## config.mk

```make
export PLATFORM = sky130hd
export DESIGN_NAME = mic_ctrl
export DESIGN_NICKNAME = d
export VERILOG_FILES = /design/src/hdl/mic_pkg.sv /design/src/hdl/mic_ctrl.sv
export SDC_FILE = /design/constraint.sdc
export NUM_CORES = 1
export LEC_CHECK = 0
export BUFFER_PORTS_ARGS = -buffer_cell sky130_fd_sc_hd__buf_2
export CAP_MARGIN = 20
export CORE_AREA = 2 2 83 85
export CTS_CLUSTER_SIZE = 20
export DETAILED_ROUTE_END_ITERATION = 10
export DIE_AREA = 0 0 85 87
export GPL_ROUTABILITY_DRIVEN = 0
export PLACE_DENSITY = 0.83
export SYNTH_ARGS = -nofsm -noshare
export SYNTH_HDL_FRONTEND = slang
export SYNTH_SLANG_ARGS = --single-unit
export TNS_END_PERCENT = 30
```

## constraint.sdc

```tcl
create_clock -name clk_i -period 2.1 [get_ports clk_i]
set_input_delay 0.525 -clock clk_i [delete_from_list [all_inputs] [get_ports clk_i]]
set_output_delay 0.525 -clock clk_i [all_outputs]
set_load 0.01 [all_outputs]
```

## src/hdl/mic_pkg.sv

```systemverilog
// Purpose: Shared constants and types of the interrupt control block
// Assumes: Byte-wide registers, one per aligned 32-bit Wishbone word
// Notes:   Offsets are register indices; byte address is four times
package mic_pkg;
	localparam logic [7:0]  MIC_IDX_MISC    = 8'h0C;
	localparam logic [7:0]  MIC_IDX_SCC2    = 8'h0F;
	localparam logic [7:0]  MIC_IDX_SSTAT   = 8'h10;
	localparam logic [7:0]  MIC_IDX_TCTL    = 8'h12;
	localparam logic [7:0]  MIC_IDX_TSTAT   = 8'h13;
	localparam logic [7:0]  MIC_IDX_CORE    = 8'h20;
	localparam int          MIC_MISC_RISE   = 6;
	localparam int          MIC_MISC_FALL   = 5;
	localparam int          MIC_MISC_EN     = 4;
	localparam int          MIC_TCTL_CAP    = 7;
	localparam int          MIC_TCTL_CMP    = 6;
	localparam int          MIC_TCTL_OVF    = 5;
	localparam int          MIC_SCC2_TXE    = 7;
	localparam int          MIC_SCC2_TXC    = 6;
	localparam int          MIC_SCC2_RX     = 5;
	localparam int          MIC_SCC2_IDLE   = 4;
	localparam logic [15:0] MIC_VEC_RESET   = 16'h1FFE;
	localparam logic [15:0] MIC_VEC_TRAP    = 16'h1FFC;
	localparam logic [15:0] MIC_VEC_EXT     = 16'h1FFA;
	localparam logic [15:0] MIC_VEC_CAP     = 16'h1FF8;
	localparam logic [15:0] MIC_VEC_CMP     = 16'h1FF6;
	localparam logic [15:0] MIC_VEC_OVF     = 16'h1FF4;
	localparam logic [15:0] MIC_VEC_SER     = 16'h1FF2;
	localparam logic [5:0]  MIC_SP_RESET    = 6'h3F;
	localparam logic [9:0]  MIC_SP_UPPER    = 10'h003;
	localparam logic [5:0]  MIC_STK_IRQ     = 6'h05;
	localparam logic [5:0]  MIC_STK_CALL    = 6'h02;
	localparam logic [7:0]  MIC_MISC_RST    = 8'h10;
	localparam logic [7:0]  MIC_SSTAT_RST   = 8'hC0;

	typedef struct packed {
		logic        take;
		logic [15:0] vector;
	} mic_grant_t;

	typedef struct packed {
		logic       push_irq;
		logic       push_call;
		logic       pull_irq;
		logic       pull_call;
		logic       sp_reset;
	} mic_stack_op_t;
endpackage : mic_pkg

```

## src/hdl/mic_ctrl.sv

```systemverilog
// Purpose: Interrupt control, wake-up and stack pointer logic of an MCU
// Assumes: Core signals instruction boundaries and stop/wait entry
// Notes:   Registers on classic Wishbone, byte data in bits 7:0
`timescale 1ns/10ps

// Summary of operation
// - Set mask blocks all maskable requests
// - External needs mask clear, enable, sensitivity met
// - External entry stacks, sets mask, vectors 1FFA
// - Sensitivity codes select edge or level mode
// - Sensitivity bits writable only when masked
// - External enable writable when masked, reset set
// - Changing sensitivity clears pending external request
// - Edge latched while disabled stays pending
// - Latch cleared at entry; level mode latches falling edges
// - Any enabled timer flag raises timer request
// - Capture, compare, overflow use separate vectors
// - Timer control holds three enables, two of them shared
// - Any enabled serial flag raises serial request
// - Serial control two holds four enables
// - All serial causes share vector 1FF2
// - Reset sets mask, vectors to 1FFE
// - Stop halts until external request or reset
// - Wait ends on any enabled request
// - Reset or instruction loads pointer 00FF
// - Stack address upper bits fixed, six-bit wrap
// - Interrupt takes five locations, call two
// - Fixed priority from reset down to serial
// - Requests checked only at instruction end
module mic_ctrl
	import mic_pkg::*;
(
	input  wire logic        clk_i,
	input  wire logic        rst_i,
	input  wire logic        wb_cyc_i,
	input  wire logic        wb_stb_i,
	input  wire logic        wb_we_i,
	input  wire logic [7:0]  wb_adr_i,
	input  wire logic [3:0]  wb_sel_i,
	input  wire logic [31:0] wb_dat_i,
	output logic      [31:0] wb_dat_o,
	output logic             wb_ack_o,
	input  wire logic        ext_irq_n_i,
	input  wire logic [4:0]  timer_flags_i,
	input  wire logic [4:0]  serial_flags_i,
	input  wire logic        insn_done_i,
	input  wire logic        trap_i,
	input  wire logic        mask_clear_i,
	input  wire logic        mask_set_i,
	input  wire logic        stop_i,
	input  wire logic        wait_i,
	input  wire logic        stack_op_valid_i,
	input  wire mic_stack_op_t stack_op_i,
	output mic_grant_t       grant_o,
	output logic             mask_o,
	output logic             osc_on_o,
	output logic             cpu_clk_en_o,
	output logic [15:0]      stack_addr_o
);
	typedef enum logic [2:0] {
		MIC_RUN   = 3'b001,
		MIC_STOP  = 3'b010,
		MIC_WAIT  = 3'b100
	} mic_state_t;

	mic_state_t  state;
	mic_state_t  next_state;
	logic [1:0]  pin_sync;
	logic        pin_prev;
	logic        ext_rise_select;
	logic        ext_fall_select;
	logic        ext_irq_enable;
	logic        ext_latch;
	logic        mask;
	logic [7:0]  timer_control;
	logic [7:0]  serial_control_two;
	logic [5:0]  sp;
	logic        ack;
	logic [7:0]  rdata;
	mic_grant_t  grant;
	logic        next_rise;
	logic        next_fall;
	logic        next_en;
	logic        next_latch;
	logic        next_mask;
	logic [7:0]  next_tctl;
	logic [7:0]  next_scc2;
	logic [5:0]  next_sp;
	logic        next_ack;
	logic [7:0]  next_rdata;
	mic_grant_t  next_grant;
	logic        req;
	logic        wr;
	logic        pin_lvl;
	logic        edge_hit;
	logic        level_hit;
	logic        ext_req;
	logic        cap_req;
	logic        cmp_req;
	logic        ovf_req;
	logic        ser_req;
	logic        any_hw;
	logic [4:0]  ser_en;

	// Pin stage one is read only by stage two
	always_ff @(posedge clk_i) begin
		if (rst_i) begin
			pin_sync <= 2'h3;
			pin_prev <= 1'b1;
		end else begin
			pin_sync <= {pin_sync[0], ext_irq_n_i};
			pin_prev <= pin_sync[1];
		end
	end

	always_comb begin
		pin_lvl = pin_sync[1];
		req = wb_cyc_i & wb_stb_i & ~ack;
		wr = req & wb_we_i & wb_sel_i[0];
		// Edge selection per sensitivity code
		edge_hit = (ext_fall_select | ~ext_rise_select) & pin_prev
			& ~pin_lvl;
		if (ext_rise_select & ~pin_prev & pin_lvl) begin
			edge_hit = 1'b1;
		end
		level_hit = ~ext_rise_select & ~ext_fall_select & ~pin_lvl;
		// Level mode also latches the falling edge, so it holds after the pin rises
		ext_req = ~mask & ext_irq_enable & (ext_latch | level_hit);
		cap_req = ~mask & timer_control[MIC_TCTL_CAP]
			& (timer_flags_i[4] | timer_flags_i[3]);
		cmp_req = ~mask & timer_control[MIC_TCTL_CMP]
			& (timer_flags_i[2] | timer_flags_i[1]);
		ovf_req = ~mask & timer_control[MIC_TCTL_OVF]
			& timer_flags_i[0];
		ser_en = {serial_control_two[MIC_SCC2_TXE],
			serial_control_two[MIC_SCC2_TXC],
			serial_control_two[MIC_SCC2_RX],
			serial_control_two[MIC_SCC2_RX],
			serial_control_two[MIC_SCC2_IDLE]};
		ser_req = ~mask & |(serial_flags_i & ser_en);
		any_hw = ext_req | cap_req | cmp_req | ovf_req | ser_req;
	end

	always_comb begin
		next_rise = ext_rise_select;
		next_fall = ext_fall_select;
		next_en = ext_irq_enable;
		next_latch = ext_latch;
		next_mask = mask;
		next_tctl = timer_control;
		next_scc2 = serial_control_two;
		next_sp = sp;
		next_ack = req;
		next_rdata = 8'h00;
		next_grant = '0;
		next_state = state;
		if (mask_clear_i) begin
			next_mask = 1'b0;
		end
		if (mask_set_i) begin
			next_mask = 1'b1;
		end
		if (req) begin
			unique case (wb_adr_i)
			MIC_IDX_MISC: next_rdata = {1'b0, ext_rise_select,
				ext_fall_select, ext_irq_enable, 3'h0, ext_latch};
			MIC_IDX_SCC2: next_rdata = serial_control_two;
			MIC_IDX_SSTAT: next_rdata = {serial_flags_i, 3'h0};
			MIC_IDX_TCTL: next_rdata = timer_control;
			MIC_IDX_TSTAT: next_rdata = {timer_flags_i, 3'h0};
			MIC_IDX_CORE: next_rdata = {state, mask, 2'h0, sp[5:4]};
			default: next_rdata = 8'h00;
			endcase
		end
		if (wr && mask) begin
			if (wb_adr_i == MIC_IDX_MISC) begin
				next_rise = wb_dat_i[MIC_MISC_RISE];
				next_fall = wb_dat_i[MIC_MISC_FALL];
				next_en = wb_dat_i[MIC_MISC_EN];
				if (wb_dat_i[MIC_MISC_RISE] != ext_rise_select ||
					wb_dat_i[MIC_MISC_FALL] != ext_fall_select) begin
					next_latch = 1'b0;
				end
			end
		end
		if (wr && wb_adr_i == MIC_IDX_TCTL) begin
			next_tctl = wb_dat_i[7:0];
		end
		if (wr && wb_adr_i == MIC_IDX_SCC2) begin
			next_scc2 = wb_dat_i[7:0];
		end
		unique case (state)
		MIC_RUN: begin
			if (stop_i) begin
				next_state = MIC_STOP;
				next_mask = 1'b0;
			end else if (wait_i) begin
				next_state = MIC_WAIT;
				next_mask = 1'b0;
			end else if (insn_done_i) begin
				// Priority: trap, external, capture, compare, overflow, serial
				next_grant.take = trap_i | any_hw;
				if (trap_i) begin
					next_grant.vector = MIC_VEC_TRAP;
				end else if (ext_req) begin
					next_grant.vector = MIC_VEC_EXT;
					next_latch = 1'b0;
				end else if (cap_req) begin
					next_grant.vector = MIC_VEC_CAP;
				end else if (cmp_req) begin
					next_grant.vector = MIC_VEC_CMP;
				end else if (ovf_req) begin
					next_grant.vector = MIC_VEC_OVF;
				end else if (ser_req) begin
					next_grant.vector = MIC_VEC_SER;
				end
				if (trap_i | any_hw) begin
					next_mask = 1'b1;
				end
			end
		end
		MIC_STOP: begin
			if (ext_req) begin
				next_state = MIC_RUN;
			end
		end
		MIC_WAIT: begin
			if (any_hw) begin
				next_state = MIC_RUN;
			end
		end
		default: next_state = MIC_RUN;
		endcase
		// Latch edges even while disabled; a new edge beats an option
		// change or an entry clear in the same cycle, so no pulse is lost
		if (edge_hit) begin
			next_latch = 1'b1;
		end
		if (stack_op_valid_i) begin
			if (stack_op_i.sp_reset) begin
				next_sp = MIC_SP_RESET;
			end else if (stack_op_i.push_irq) begin
				next_sp = sp - MIC_STK_IRQ;
			end else if (stack_op_i.push_call) begin
				next_sp = sp - MIC_STK_CALL;
			end else if (stack_op_i.pull_irq) begin
				next_sp = sp + MIC_STK_IRQ;
			end else if (stack_op_i.pull_call) begin
				next_sp = sp + MIC_STK_CALL;
			end
		end
	end

	always_ff @(posedge clk_i) begin
		if (rst_i) begin
			ext_rise_select <= 1'b0;
			ext_fall_select <= 1'b0;
			ext_irq_enable <= 1'b1;
			ext_latch <= 1'b0;
			mask <= 1'b1;
			timer_control <= 8'h00;
			serial_control_two <= 8'h00;
			sp <= MIC_SP_RESET;
			ack <= 1'b0;
			rdata <= 8'h00;
			grant <= '{take: 1'b1, vector: MIC_VEC_RESET};
			state <= MIC_RUN;
		end else begin
			ext_rise_select <= next_rise;
			ext_fall_select <= next_fall;
			ext_irq_enable <= next_en;
			ext_latch <= next_latch;
			mask <= next_mask;
			timer_control <= next_tctl;
			serial_control_two <= next_scc2;
			sp <= next_sp;
			ack <= next_ack;
			rdata <= next_rdata;
			grant <= next_grant;
			state <= next_state;
		end
	end

	assign wb_ack_o = ack;
	assign wb_dat_o = {24'h000000, rdata};
	assign grant_o = grant;
	assign mask_o = mask;
	assign osc_on_o = (state != MIC_STOP);
	assign cpu_clk_en_o = (state == MIC_RUN);
	assign stack_addr_o = {MIC_SP_UPPER, sp};
endmodule : mic_ctrl

```

==> flow_metrics.env <==
export IMPL_rsz0062_at_grt="no"
export IMPL_overflow=0
export IMPL_tns_ps=0
export IMPL_drt_pre_antenna_iters=4
export IMPL_cap_violations=0
export IMPL_fin_nets=486
export IMPL_path_cells="inv_1 > or3_1 > buf_2"
export IMPL_synth_flop_cell="dfxtp_1"
export IMPL_rows=30
export IMPL_slew_headroom_pct=63.4
export IMPL_dieHeight_um=87
export IMPL_synth_top_family_by_area="simple AND/OR/NAND/NOR gates"
export IMPL_syn_area_per_cell_um2=8.47
export IMPL_synth_edf_count=0
export IMPL_critPathArrivalTime_ps=1310
export IMPL_powerDensity_mw_per_mm2=623
export IMPL_worst_pin_slew_ps=549
export IMPL_busiest_layer="met2"
export IMPL_skew_ps=4.30
export IMPL_drive_gt1_share_pct=26.9
export IMPL_fin_ws_ps=266
export IMPL_async_flop_share_pct=0
export IMPL_muxShareOfSynthArea_pct=7.85
export IMPL_hold_buffers=0
export IMPL_fin_crit_ps=1830
export IMPL_routed_wl_um=7060
export IMPL_viasPerCell=5.35
export IMPL_synth_cell_area_mm2=0.00285
export IMPL_rrSetupSlack_ps=290
export IMPL_p_leak_nw=1.56
export IMPL_start_kind="flip-flop"
export IMPL_clkSinkCount=47
export IMPL_clk_latency_ps=310
export IMPL_grt_pass1_vias=2370
export IMPL_pre_cts_ws_ps=57.4
export IMPL_cts_resized_gates=0
export IMPL_finalCritPeriodShare_pct=87.3
export IMPL_postSynthCellCount=337
export IMPL_cts_buffers=5
export IMPL_final_setup_viol_count=0
export IMPL_num_antenna_cells=0
export IMPL_cts_buffer_depth=2
export IMPL_use_met1_pct=23.3
export IMPL_initial_core_util_pct=43.4
export IMPL_ys_warn_count=0
export IMPL_worstPathRequired_ps=1570
export IMPL_synth_cell_types=65
export IMPL_slowest_delay_ps=410
export IMPL_h_tree_depth=2
export IMPL_area_growth_synth_to_final_pct=14.4
export IMPL_ir_drop_mv=0.280
export IMPL_cts_setup_buffers=0
export IMPL_synth_compound_area_share_pct=18.7
export IMPL_path_clk_slew_ps=90
export IMPL_ios=141
export IMPL_status="complete, no violations"
export IMPL_slowest_stage="dfxtp_1"
export IMPL_postRouteAntennaNets=0
export IMPL_dieArea_mm2=0.00740
export IMPL_r2r_cells=7
export IMPL_hold_viol_final=0
export IMPL_route_detailed_drc=0
export IMPL_synthSimpleGateAreaFrac_pct=20.3
export IMPL_num_vias=2617
export IMPL_max_freq_mhz=545
export IMPL_finalPower_mw=2.03
export IMPL_grt_max_degree=27
export IMPL_synth_seq_area_share_pct=33.0
export IMPL_path_class="reg -> out"
export IMPL_final_cell_area_mm2=0.00326
export IMPL_dieWidth_um=85
export IMPL_drv_slew=0
export IMPL_grt_pass1_wl_um=11200
export IMPL_whs_path_depth=2
export IMPL_synthAdderAreaFrac_pct=2.63
export IMPL_first_iter_violations=211
export IMPL_numPortBuffers=75
export IMPL_grtUsageTotal_pct=18.9
export IMPL_place_area_mm2=0.00314
export IMPL_cts_tree="built"
export IMPL_core_area_mm2=0.00657
export IMPL_synth_xor_area_share_pct=1.53
export IMPL_cp_end_kind="primary output"
export IMPL_cp_max_fo=3
export IMPL_antenna_found_initial=0
export IMPL_ys_ff_latch=47
export IMPL_cts_root_buf="clkbuf_8"
export IMPL_grt_use_met3_pct=4.08
export IMPL_n_fill_cell=618
export IMPL_wl_per_cell_um=14.4
export IMPL_use_met2_pct=33.7
export IMPL_hpwl_um=5520
export IMPL_hp_class="in -> reg"
## critical path, delay by kind of cell (launching register included)
kind | cells | cell delay, ps
buf+inv | 2 | 250
flops | 1 | 410
simple gates | 1 | 340
## path summary, 6_finish.rpt
path / start / to
hold / removal: ext_irq_n_i / pin_sync[0]
setup / recovery: state[1] / osc_on_o
hold reg to reg: pin_sync[0] / pin_sync[1]
setup reg to reg: sp[1] / sp[5]
## synth_stat cells, types with 2 or more instances
library cell | n | share of area, %
nor4b_1 | 2 | 0.61
o21a_1 | 2 | 0.53
or2_2 | 3 | 0.66
mux2_2 | 3 | 1.2
nand3_1 | 6 | 1.1
mux2i_1 | 19 | 6.7
nor2b_1 | 3 | 0.66
nand3b_1 | 2 | 0.53
a211oi_1 | 4 | 1.1
nor3b_1 | 2 | 0.53
or3_1 | 2 | 0.44
a31oi_1 | 3 | 0.66
clkbuf_1 | 6 | 0.79
a22oi_1 | 3 | 0.79
o21bai_1 | 3 | 0.79
dfxtp_1 | 47 | 33
xor2_1 | 2 | 0.61
nor3_1 | 4 | 0.70
a221oi_1 | 2 | 0.61
conb_1 | 2 | 0.26
nand2_1 | 20 | 2.6
inv_1 | 12 | 1.6
ha_1 | 6 | 2.6
a21oi_1 | 18 | 3.2
o31ai_1 | 2 | 0.53
nor2_1 | 33 | 4.3
o21ai_0 | 18 | 3.2
and3_1 | 13 | 2.8
a22o_1 | 4 | 1.2
xnor2_1 | 3 | 0.92
a222oi_1 | 2 | 0.70
buf_4 | 46 | 12
buf_2 | 4 | 0.70
a21o_1 | 3 | 0.79
and2_1 | 3 | 0.66
## cells by family after synthesis
group	Yosys count
muxes	22
adders and majority gates	6
DFF	47
xor gates and xnor gates	5
and+or+nand+nor	107
AOI/OAI and AO/OA	78
other	2
buffers and inverters	70
## state kept, by name (all words and copies together) (netlist names), 2 cells and up
signal and flops:
rdata 8, serial_control_two 8, state 3, sp 6
pin_sync 2, timer_control 8, grant_o 5
## routing by layer
metal | vias up | share of wire [%]
met3 | 11 | 8.0
met5 | - | 0
li1 | 1247 | -
met4 | 0 | 1.1
met1 | 1241 | 39
met2 | 118 | 51
## placed cells by master, fill, tap and decap left out, types with 3 or more instances in the layout
cell	instances
inv_1	12
nand3_1	6
o21ai_0	18
a31oi_1	3
buf_4	11
and3_1	13
nor3_1	4
a21oi_1	18
mux2i_1	19
and2_1	3
a22oi_1	3
nor2_1	33
nor2b_1	3
xnor2_1	3
mux2_2	3
or2_2	3
clkbuf_8	6
nand2_1	20
conb_1	38
a22o_1	4
o21bai_1	3
ha_1	6
a21o_1	3
a211oi_1	4
buf_2	75
dfxtp_1	47
## layout make-up
type / count / area, um2 / share of cell area (%)
multi-input combinational: 256 / 1600 / 49.0
tap: 80 / 100 / 3.07
clock inverter: 2 / 38.8 / 1.19
timing repair buffer: 86 / 458 / 14.0
inverter: 12 / 45.0 / 1.38
clock buffer: 6 / 82.6 / 2.53
sequential: 47 / 941 / 28.8
## stage by stage
step                hold WS, ps  cells  util [%]
floorplan                   389    373         -
global placement            398    481      47.8
detailed placement          402    481      47.8
CTS                         411    489      49.7
global route                423    489      49.7
finish                      413    489      49.7
## report_power, final
group	internal (mW)	switching [mW]
combinational	0.147	0.216
clock	0.392	0.314
sequential	0.922	0.0414
No activity file was read; power rests on OpenSTA's default activity.
